File: src/pkg/esid_defines.svh
// Purpose: Constants for the stack extension decode block
// Assumes: 12-bit data address, 16-bit opcodes
// Notes:   Definitions only
`ifndef ESID_DEFINES_SVH
`define ESID_DEFINES_SVH
`define ESID_PUSH_OPC     8'hFA
`define ESID_SUBP_OPC     8'hE9
`define ESID_MOVS_OPC     8'hEB
`define ESID_SEL_RET      2'h3
`define ESID_SEL_FRAME    2'h2
`define ESID_OFS_LIMIT    8'h5F
`define ESID_ACCESS_SPLIT 8'h60
`define ESID_HIGH_BANK    4'hF
`define ESID_PTR_RST      12'h000
`endif

File: src/pkg/esid_pkg.sv
// Purpose: Types for the stack extension decode block
// Assumes: Used with esid_defines.svh
// Notes:   Types only
package esid_pkg;
  typedef enum logic [2:0] {
    ESID_EXEC     = 3'b001,
    ESID_RET_IDLE = 3'b010,
    ESID_MOV_DEST = 3'b100
  } esid_state_t;
endpackage

File: src/verilog/esid_decode.sv
// Purpose: Stack extension instruction decode and execute
// Assumes: One opcode per cycle on instr_i; memory writes take one cycle
// Notes:   Ordinary instruction operands are remapped here, executed elsewhere
// What this block does
// - Push literal stores immediate at frame pointer
// - Push then decrements frame pointer by one
// - Subtract six-bit immediate from chosen pointer
// - Two-bit selector picks pointer zero to two
// - Selector three subtracts frame, returns, two cycles
// - Extension enable also turns on offset addressing
// - Disabled: access bank or bank register addressing
// - Enabled, access clear, low argument: frame-relative
// - Arguments above 5Fh keep literal addressing
// - Remap applies to all access-bit instructions
// - Frame pointer zero gives access bank address
// - Destination select bit keeps its meaning
// - Configuration bit, default clear, gates extension
// - Indexed move uses frame plus seven-bit offsets
`timescale 1ns/100ps
`include "esid_defines.svh"
module esid_decode (
  input  wire logic        sys_clk_i,
  input  wire logic        reset_n_i,
  input  wire logic        extension_enable_cfg_bit_i,
  input  wire logic        instr_valid_i,
  input  wire logic [15:0] instr_i,
  input  wire logic        has_access_bit_i,
  input  wire logic [3:0]  bank_select_reg_i,
  input  wire logic [20:0] return_stack_top_i,
  input  wire logic [7:0]  mem_rdata_i,
  output logic             busy_o,
  output logic [11:0]      operand_addr_o,
  output logic             operand_to_wreg_o,
  output logic             mem_we_o,
  output logic [11:0]      mem_addr_o,
  output logic [7:0]       mem_wdata_o,
  output logic             pc_load_o,
  output logic [20:0]      pc_value_o,
  output logic [11:0]      file_select_pointer0_o,
  output logic [11:0]      file_select_pointer1_o,
  output logic [11:0]      stack_frame_pointer_o
);
  import esid_pkg::*;

  // ==========================================
  // Decode
  // ==========================================
  logic         ext_on;
  logic         is_push;
  logic         is_subp;
  logic         is_movs;
  logic [1:0]   sel;
  logic [5:0]   k6;
  logic [7:0]   farg;
  logic [11:0]  ptr_reg [0:2];
  logic [11:0]  ptr_next [0:2];
  esid_state_t  state_reg;
  esid_state_t  state_next;
  logic         late_reg;
  logic         late_next;
  logic [11:0]  frame_ofs_addr;
  logic         remap_take;
  logic         ret_take;
  logic [7:0]   data_reg;
  logic [7:0]   data_next;
  logic         we_next;
  logic [11:0]  addr_next;
  logic [7:0]   wdata_next;
  logic         pcl_next;
  logic [20:0]  pcv_next;
  logic         we_reg;
  logic [11:0]  addr_reg;
  logic [7:0]   wdata_reg;
  logic         pcl_reg;
  logic [20:0]  pcv_reg;
  logic [11:0]  opaddr_reg;
  logic [11:0]  opaddr_next;
  logic         towreg_reg;
  logic         towreg_next;

  // Extended opcodes decode only when the configuration bit is set
  assign ext_on  = extension_enable_cfg_bit_i;
  assign is_push = ext_on && instr_i[15:8] == `ESID_PUSH_OPC;
  assign is_subp = ext_on && instr_i[15:8] == `ESID_SUBP_OPC;
  assign is_movs = ext_on && instr_i[15:8] == `ESID_MOVS_OPC && instr_i[7];
  assign sel     = instr_i[7:6];
  assign k6      = instr_i[5:0];
  assign farg    = instr_i[7:0];
  assign frame_ofs_addr = 12'(ptr_reg[2] + {5'h00, instr_i[6:0]});
  assign remap_take     = instr_valid_i && state_reg == ESID_EXEC && has_access_bit_i;
  assign ret_take       = instr_valid_i && state_reg == ESID_EXEC && is_subp && sel == `ESID_SEL_RET;

  // ==========================================
  // Next state
  // ==========================================
  always_comb
  begin
    for (int i = 0; i < 3; i++)
    begin
      ptr_next[i] = ptr_reg[i];
    end
    state_next   = state_reg;
    late_next    = late_reg;
    data_next    = data_reg;
    we_next      = 1'b0;
    addr_next    = addr_reg;
    wdata_next   = wdata_reg;
    case (state_reg)
      ESID_EXEC:
      begin
        if (instr_valid_i)
        begin
          if (is_push)
          begin
            // Store uses the old pointer, registered on the same edge that the decrement lands
            we_next     = 1'b1;
            addr_next   = ptr_reg[2];
            wdata_next  = instr_i[7:0];
            ptr_next[2] = ptr_reg[2] - 12'h001;
          end
          else if (is_subp)
          begin
            if (sel == `ESID_SEL_RET)
            begin
              ptr_next[2] = ptr_reg[2] - {6'h00, k6};
              state_next  = ESID_RET_IDLE;
            end
            else
            begin
              // No status flags are touched here
              ptr_next[sel] = ptr_reg[sel] - {6'h00, k6};
            end
          end
          else if (is_movs)
          begin
            // A write still in flight owns the port; then the source is read next cycle
            addr_next  = frame_ofs_addr;
            late_next  = we_reg;
            data_next  = mem_rdata_i;
            state_next = ESID_MOV_DEST;
          end
        end
      end
      ESID_RET_IDLE:
      begin
        state_next = ESID_EXEC;
      end
      ESID_MOV_DEST:
      begin
        // Upper bits of the second word are not checked
        if (instr_valid_i)
        begin
          we_next    = 1'b1;
          addr_next  = frame_ofs_addr;
          wdata_next = late_reg ? mem_rdata_i : data_reg;
          state_next = ESID_EXEC;
        end
      end
      default:
      begin
        state_next = ESID_EXEC;
      end
    endcase
  end

  // ==========================================
  // Operand remap
  // ==========================================
  always_comb
  begin
    opaddr_next = opaddr_reg;
    towreg_next = towreg_reg;
    if (remap_take)
    begin
      towreg_next = ~instr_i[9];
      if (ext_on && !instr_i[8] && farg <= `ESID_OFS_LIMIT)
      begin
        // Frame zero maps back onto the low access bank
        opaddr_next = 12'(ptr_reg[2] + {4'h0, farg});
      end
      else if (instr_i[8])
      begin
        opaddr_next = {bank_select_reg_i, farg};
      end
      else if (farg < `ESID_ACCESS_SPLIT)
      begin
        opaddr_next = {4'h0, farg};
      end
      else
      begin
        opaddr_next = {`ESID_HIGH_BANK, farg};
      end
    end
  end

  always_ff @(posedge sys_clk_i)
  begin
    if (!reset_n_i)
    begin
      opaddr_reg <= 12'h000;
      towreg_reg <= 1'b0;
    end
    else
    begin
      opaddr_reg <= opaddr_next;
      towreg_reg <= towreg_next;
    end
  end

  // ==========================================
  // Return load
  // ==========================================
  // One-cycle pulse; the idle cycle after it swallows the next word
  always_comb
  begin
    pcl_next = 1'b0;
    pcv_next = pcv_reg;
    if (ret_take)
    begin
      pcl_next = 1'b1;
      pcv_next = return_stack_top_i;
    end
  end

  always_ff @(posedge sys_clk_i)
  begin
    if (!reset_n_i)
    begin
      pcl_reg <= 1'b0;
      pcv_reg <= 21'h000000;
    end
    else
    begin
      pcl_reg <= pcl_next;
      pcv_reg <= pcv_next;
    end
  end

  // ==========================================
  // Pointers
  // ==========================================
  // One register per pointer, all with the same reset value
  for (genvar g = 0; g < 3; g++)
  begin : g_ptr
    always_ff @(posedge sys_clk_i)
    begin
      if (!reset_n_i)
      begin
        ptr_reg[g] <= `ESID_PTR_RST;
      end
      else
      begin
        ptr_reg[g] <= ptr_next[g];
      end
    end
  end

  // ==========================================
  // Registers
  // ==========================================
  always_ff @(posedge sys_clk_i)
  begin
    if (!reset_n_i)
    begin
      state_reg <= ESID_EXEC;
      late_reg  <= 1'b0;
      data_reg  <= 8'h00;
      we_reg    <= 1'b0;
      addr_reg  <= 12'h000;
      wdata_reg <= 8'h00;
    end
    else
    begin
      state_reg <= state_next;
      late_reg  <= late_next;
      data_reg  <= data_next;
      we_reg    <= we_next;
      addr_reg  <= addr_next;
      wdata_reg <= wdata_next;
    end
  end

  // ==========================================
  // Outputs
  // ==========================================
  // Source read is combinational, but never while a write holds the port
  assign mem_addr_o = (state_reg == ESID_EXEC && is_movs && !we_reg)
                      ? frame_ofs_addr : addr_reg;
  assign busy_o                 = state_reg != ESID_EXEC;
  assign operand_addr_o         = opaddr_reg;
  assign operand_to_wreg_o      = towreg_reg;
  assign mem_we_o               = we_reg;
  assign mem_wdata_o            = wdata_reg;
  assign pc_load_o              = pcl_reg;
  assign pc_value_o             = pcv_reg;
  assign file_select_pointer0_o = ptr_reg[0];
  assign file_select_pointer1_o = ptr_reg[1];
  assign stack_frame_pointer_o  = ptr_reg[2];
endmodule

File: config.mk
export PLATFORM = sky130hd
export DESIGN_NAME = esid_decode
export DESIGN_NICKNAME = d
export VERILOG_FILES = /design/src/pkg/esid_pkg.sv /design/src/verilog/esid_decode.sv
export VERILOG_INCLUDE_DIRS = /design/src /design/src/pkg
export SDC_FILE = /design/constraint.sdc
export NUM_CORES = 1
export LEC_CHECK = 0
export BUFFER_PORTS_ARGS = -buffer_cell sky130_fd_sc_hd__buf_2
export CAP_MARGIN = 20
export CORE_ASPECT_RATIO = 0.7
export CORE_MARGIN = 10
export CORE_UTILIZATION = 59
export DETAILED_ROUTE_END_ITERATION = 10
export GPL_TIMING_DRIVEN = 0
export HOLD_SLACK_MARGIN = 0.08
export PLACE_DENSITY = 0.92
export SETUP_SLACK_MARGIN = 0.5
export SYNTH_ARGS = -nofsm -noshare
export SYNTH_HDL_FRONTEND = slang
export SYNTH_SLANG_ARGS = --single-unit
File: constraint.sdc
create_clock -name sys_clk_i -period 8.7 [get_ports sys_clk_i]
set_clock_uncertainty 0.05 [all_clocks]
set_input_delay 0 -clock sys_clk_i [delete_from_list [all_inputs] [get_ports sys_clk_i]]
set_output_delay 0 -clock sys_clk_i [all_outputs]
set_load 0.01 [all_outputs]
==> results of run 1 <==
==> cells by family (layout without fill, tap and decap cells) <==
logic type,Yosys count,after routing,synth area share
muxes,48,48,0.0774
AOI/OAI and AO/OA,233,233,0.230
buffers and inverters,86,292,0.0554
adders and majority gates,25,25,0.0525
DFF,104,104,0.326
xor gates and xnor gates,25,25,0.0343
and+or+nand+nor,304,304,0.224
==> cells in the final DEF (no fill, tap or decap), types with 7 or more instances in the layout <==
cell           synthesis  routed
buf_2                 13     159
dfxtp_1              104     104
nor2_1               103     103
nand2_1               96      96
a21oi_1               85      85
o21ai_0               44      44
dlygate4sd3_1          0      44
mux2i_1               41      41
clkbuf_1              38      38
a211oi_1              30      30
inv_1                 25      25
nor3_1                23      23
ha_1                  22      22
nand3_1               14      14
xor2_1                13      13
xnor2_1               12      12
o211ai_1              10      10
and3_1                10      10
clkbuf_16              0       9
a31oi_1                8       8
nor3b_1                7       7
==> metal layers <==
metal / vias to the layer above / track usage / part of all wire
li1: 3326 / - / -
met4: 0 / 0.0957 / 0.025
met5: - / 0 / 0
met2: 501 / 0.444 / 0.45
met3: 64 / 0.0855 / 0.12
met1: 3403 / 0.368 / 0.41
==> power by group through the flow <==
stage          logic (uW)  registers [uW]  clock network [uW]
6_report              114             482                 403
5_1_grt               122             482                 422
4_1_cts               109             481                 406
3_5_place_dp         92.5             493                   0
3_3_place_gp         90.4             492                   0
2_1_floorplan        51.5             494                   0
==> cell type report <==
cell class	count	area, sq um	share of cell area
tap	132	165	0.0206
sequential	104	2080	0.260
inverter	28	105	0.0131
timing repair buffer	190	1170	0.146
multi-input combinational	635	3950	0.493
clock inverter	7	62.6	0.00781
buffer	58	249	0.0311
clock buffer	9	225	0.0281
==> metrics by stage <==
step	total power [uW]	hold WS [ps]	instance area, sq um
6_report	999	88.4	8010
5_1_grt	1030	104	8010
4_1_cts	997	81.1	8010
3_5_place_dp	585	197	7280
3_3_place_gp	583	190	7280
2_1_floorplan	546	45.7	6390
==> timing repair <==
item,in CTS,in global routing
buffers inserted,0,0
hold buffers,44,0
hold endpoints to repair,41,0
==> worst reg2reg max path, cell delays in order (launching register included) <==
cell           delay (ps)
dfxtp_1               410
clkbuf_1              370
inv_1                 250
nor2_1                190
a22oi_1               110
o21ai_0               200
o21ai_0               120
dlygate4sd3_1         590
a31oi_1               160
dlygate4sd3_1         550
==> worst paths after layout <==
| check | endpoint | from | slack (ps) | cells after the start |
|---|---|---|---|---|
| hold reg to reg | pc_value_o[17]$_SDFFE_PN0P_ | pc_value_o[17]$_SDFFE_PN0P_ | 400 | 2 |
| setup / recovery | ptr_reg[0][10]$_SDFFE_PN0P_ | instr_i[6] | 4810 | 17 |
| setup reg to reg | operand_addr_o[9]$_SDFFE_PN0P_ | ptr_reg[2][8]$_SDFFE_PN0P_ | 5650 | 9 |
| hold / removal | state_reg[1]$_SDFFE_PN0P_ | instr_i[12] | 90 | 4 |
==> summary.txt, run 1 <==
Run status
  – Status: complete, but fails checks
  – Failing checks: DRC

Die
  – Initial Utilization: 0.610
  – Die Height: around 110 um
  – Die X: approximately 140 um
  – # IOs: 147
  – Core area: about 10000 sq um
  – Full die area: 15500 sq um
  – Rows: 31

Worst setup path
  – Worst path cell trace: buf_2 -> buf_2 -> buf_2 -> buf_1 -> buf_2 -> mux2i_1 -> nor2_1 -> a21oi_1 -> ha_1 -> inv_1 -> fa_1 -> a21o_1 -> a22o_1 -> or2_2 -> nor2_1 -> xor2_1 -> a211oi_1
  – Critical path's top delay family: buffers and inverters
  – WP buf/inv: 6
  – Critical path peak fanout: 10
  – Kind of critical path: input port to register
  – Crit path top cell by count: buf_2
  – CP arrival: 4040 ps
  – Max incr delay on CP: 510 ps
  – Required @ worst endpoint: 8850 ps
  – CP max-delay cell: buf_1
  – Worst Setup End Kind: register
  – Critical path startpoint category: input port

Drt
  – DR vias: 7294
  – Final WL: 22800 um
  – 1st-iter DRT viols: 1064
  – Wire per inst: 19.6 um
  – Drt pass-1 iters: 11
  – Post-DRT Antenna Nets: 0
  – Vias/cell: about 6.3
  – Residual DRC: 2

Clocking
  – Clock Path Buffers: 2
  – Root Buffer: clkbuf_16
  – TritonCTS clock tree: done
  – CTS resizes: 0
  – Max H-tree Level: 3
  – Reg clk slew, reported paths: 70 ps
  – Total CTS buffers: 9
  – CTS sink cnt: 104
  – Clock Latency Late Sink: 360 ps

Logic synthesis
  – Ys async rst share: 0
  – Synthesized net count: between 900 and 1k
  – Main synth FF type: dfxtp_1
  – Yosys top cell area share: 0.326
  – Cell area after synthesis: 6390 sq um
  – Post-synth EDFFs: 0
  – Cells after synthesis: a little over 800
  – Synth area leaders: dfxtp_1 (33%), a21oi_1 (6.7%), mux2i_1 (6.4%), nor2_1 (6.1%), nand2_1 (5.6%)
  – Synth cell count leaders: dfxtp_1 (104), nor2_1 (103), nand2_1 (96)
  – Synthesis-stage register bit count: 104
  – Yosys warns: 0
  – Most common cell in the synthesized netlist: dfxtp_1
  – Yosys cell types: 70
  – Seq/Total Area, Yosys: 0.326
  – Syn_area_per_cell: 7.74 sq um
  – Yosys top cell by area: dfxtp_1

Power and ir drop
  – Flop pwr share: 0.482
  – Net Sw Frac: 0.271
  – Lkg Pwr: 0.00348 uW
  – P per Cell Area: 125 nW/um^2
  – Clock share of power: 0.403
  – Design internal power: 728 uW
  – Part of the power in combinational logic: 0.115
  – Sw power: 271 uW
  – Worst vdd ir: 0.104 mV

STA
  – Crit path time final: 3890 ps
  – Fin Setup TNS: 0 ps
  – Endpoints failing hold: 0
  – Fmax: 257 MHz
  – Fin worst setup slack: just under 5000 ps
  – Final setup viols: 0
  – Final Cycle Share: 0.447
  – RSZ-0062 raised after global routing: no
  – Rel. slew slack: 0.436
  – Worst slew pin tran: 846 ps
  – Slew Limit Fails: 0

Finish
  – ANT cells: 0
  – Final cell count without fillers: between 1k and 1.5k
  – Syn-to-layout area delta: 25.4%
  – Layout cell share with drive strength beyond 1: 0.193
  – Number of fillers in the final layout: 777
  – Core Util, Final: 0.765
  – Max reg flops: 36
  – Final #Nets: 1105

GRT
  – Largest net degree at the start of global routing: 20
  – First-pass GRT wire length: 35900 um
  – Total Routing Usage GR: 0.285
  – Gr ovfl total: 0
  – Vias in the first global route: approximately 7.0k
  – Initial antenna violation count: 0

Job
  – Max cap viols: 0

Place
  – Placed cells: 1103
  – Global placement routability congestion: 0.957
  – Post-placement setup slack: 4590 ps
  – IO buf count: roughly 150
  – Post-DP HPWL: 16200 um

Hold path
  – Worst Hold Class: input port to register
No activity file was read; power rests on OpenSTA's default activity.
==> inputs of run 2 (changes only) <==
--- a/config.mk
+++ b/config.mk
@@ -10,11 +10,11 @@
 export CAP_MARGIN = 20
 export CORE_ASPECT_RATIO = 0.7
 export CORE_MARGIN = 10
-export CORE_UTILIZATION = 59
+export CORE_UTILIZATION = 55
 export DETAILED_ROUTE_END_ITERATION = 10
 export GPL_TIMING_DRIVEN = 0
 export HOLD_SLACK_MARGIN = 0.08
-export PLACE_DENSITY = 0.92
+export PLACE_DENSITY = 0.87
 export SETUP_SLACK_MARGIN = 0.5
 export SYNTH_ARGS = -nofsm -noshare
 export SYNTH_HDL_FRONTEND = slang
==> constraint.sdc (replaced) <==
create_clock -name sys_clk_i -period 3.9 [get_ports sys_clk_i]
set_clock_uncertainty 0.05 [all_clocks]
set_input_delay 0 -clock sys_clk_i [delete_from_list [all_inputs] [get_ports sys_clk_i]]
set_output_delay 0 -clock sys_clk_i [all_outputs]
set_load 0.01 [all_outputs]
==> run 2 against run 1 <==
The flow still finishes with violations (DRC). Combinational power is 120% higher. Critical endpoint is now ptr_reg[2][10]$_SDFFE_PN0P_. Core utilization is 4.5 points lower. Hold slack better by 22 ps. Largest power group unchanged.
==> summary.txt, run 2 (same netlist as run 1, synthesis figures left out) <==
Clocking
  – Clock Latency Late Sink: 350 ps
  – Root Buffer: clkbuf_16
  – Max H-tree Level: 3
  – Total CTS buffers: 9
  – Reg clk slew, reported paths: 70 ps
  – Clock Path Buffers: 2
  – CTS sink cnt: roughly 100
  – TritonCTS clock tree: done

Worst setup path
  – Critical path peak fanout: 10
  – R2R Path Start: ptr_reg[2][0]$_SDFFE_PN0P_
  – Critical path startpoint category: input port
  – Reg-to-reg slack, setup: between 700 and 800 ps
  – CP arrival: about 3500 ps
  – Reg2Reg Depth: 10
  – Crit Reg-Reg Endpoint: ptr_reg[2][10]$_SDFFE_PN0P_
  – Worst Setup End Kind: register
  – Kind of critical path: input port to register
  – Required @ worst endpoint: 4140 ps

Drt
  – Wire per inst: 18.7 um
  – Residual DRC: 1
  – Final WL: 22100 um
  – 1st-iter DRT viols: 862
  – DR vias: 7102
  – Post-DRT Antenna Nets: 0
  – Drt pass-1 iters: 9
  – Vias/cell: approximately 6

GRT
  – Vias in the first global route: between 6k and 7k
  – Initial antenna violation count: 0
  – Gr ovfl total: 0
  – Largest net degree at the start of global routing: 18
  – Total Routing Usage GR: 0.257
  – First-pass GRT wire length: 34300 um

STA
  – Final Cycle Share: 0.840
  – Endpoints failing hold: 0
  – Fmax: between 300 and 400 MHz
  – Fin worst setup slack: roughly 630 ps
  – Final setup viols: 0
  – RSZ-0062 raised after global routing: no
  – Crit path time final: 3270 ps
  – Rel. slew slack: 0.486
  – Fin Setup TNS: 0 ps
  – Worst slew pin tran: 766 ps
  – Slew Limit Fails: 0

Power and ir drop
  – Worst vdd ir: 0.199 mV
  – Pwr Total: between 2000 and 2500 uW
  – Net Sw Frac: 0.267
  – Design internal power: 1610 uW
  – Lkg Pwr: between 0.003 and 0.004 uW
  – Part of the power in combinational logic: 0.116
  – Flop pwr share: 0.488
  – Sw power: 587 uW
  – P per Cell Area: 273 nW/um^2
  – Clock share of power: 0.396

Place
  – Post-placement setup slack: -153 ps
  – Post-DP Area: 7310 sq um
  – Post-DP HPWL: ~16000 um
  – Global placement routability congestion: about 1
  – IO buf count: 146

Finish
  – Core Util, Final: 0.720
  – ANT cells: 0
  – Final #Nets: 1106
  – Highest-count cells in the layout ignoring fill and taps: buf_2 (157), dfxtp_1 (104), nor2_1 (103), nand2_1 (96), a21oi_1 (85)
  – Area of the multi-input gates: about 4000 sq um
  – Max reg flops: 36
  – Seq. cell area: 2080 sq um
  – Syn-to-layout area delta: 26.0%
  – Most common cell after layout, fill and taps aside: buf_2
  – Layout cell share with drive strength beyond 1: 0.194
  – Post-route cell area: between 8000 and 9000 sq um
  – Number of fillers in the final layout: 883

Die
  – Die X: 149 um
  – Core area: 11200 sq um
  – # IOs: 147
  – Die Height: ~110 um
  – Rows: 32
  – Initial Utilization: 0.572
  – Full die area: 16400 sq um

Job
  – Max cap viols: 0

Hold path
  – Min-delay src: instr_i[4]
  – Hold Path End: operand_addr_o[4]$_SDFFE_PN0P_
  – Worst Hold Class: input port to register
  – Hold Path Cell Cnt: 5

Run status
  – Status: complete, but fails checks
  – Failing checks: DRC
[run 2: worst max-delay path, stage by stage]
cell and delay [ps]:
buf_2 110, buf_2 200, clkbuf_4 270, buf_6 190
buf_6 190, mux2i_1 230, nor2_1 100, a21oi_1 180
ha_1 200, inv_1 60, fa_1 400, a21o_1 190
a22o_1 260, or2_2 320, o32a_1 330, o311a_1 140
a21oi_1 130
[run 2: how the worst max path moves through the flow]
| stage | start | end | slack, ps | cells after the start |
|---|---|---|---|---|
| 2_1_floorplan | instr_i[6] | ptr_reg[2][10]$_SDFFE_PN0P_ | 670 | 16 |
| 3_3_place_gp | instr_i[6] | ptr_reg[2][8]$_SDFFE_PN0P_ | -150 | 17 |
| 3_5_place_dp | instr_i[6] | ptr_reg[0][10]$_SDFFE_PN0P_ | -150 | 17 |
| 4_1_cts | instr_i[6] | ptr_reg[2][10]$_SDFFE_PN0P_ | 500 | 17 |
| 5_1_grt | instr_i[6] | ptr_reg[0][10]$_SDFFE_PN0P_ | 520 | 17 |
| 6_report | instr_i[6] | ptr_reg[2][10]$_SDFFE_PN0P_ | 630 | 17 |
[run 2: power groups by stage]
stage               logic (uW)  clock network [uW]  registers, uW
detailed placement         206                   0           1100
global placement           203                   0           1100
CTS                        244                 862           1070
global route               275                 905           1070
floorplan                  115                   0           1100
finish                     255                 871           1070
[run 2: final cells by class]
type / instances / share of cell area
Tap cell: 153 / 0.0238
Multi-Input combinational cell: 635 / 0.491
Clock buffer: 9 / 0.0280
Sequential cell: 104 / 0.259
Buffer: 58 / 0.0330
Timing Repair Buffer: 191 / 0.147
Clock inverter: 7 / 0.00575
Inverter: 28 / 0.0131
[run 2: per-stage QoR]
step                      hold WS [ps]  instances
after floorplan                   45.7        825
after global placement             190       1124
after detailed placement           198       1124
after CTS                         92.8       1185
after global routing               116       1185
final                              111       1185
[run 2: metal layers]
metal	up-vias	share of wire	global-route usage
met1	3252	0.42	0.336
li1	3335	-	-
met4	0	0.020	0.0656
met5	-	0	0
met3	65	0.13	0.0896
met2	450	0.43	0.401
[run 2: timing repair]
| action | 4_1_cts | 5_1_grt |
|---|---|---|
| setup endpoints to repair | 9 | 7 |
| hold endpoints to repair | 42 | 0 |
| hold buffers | 45 | 0 |
| buffers inserted | 0 | 0 |
| resized for setup | 2 | 5 |
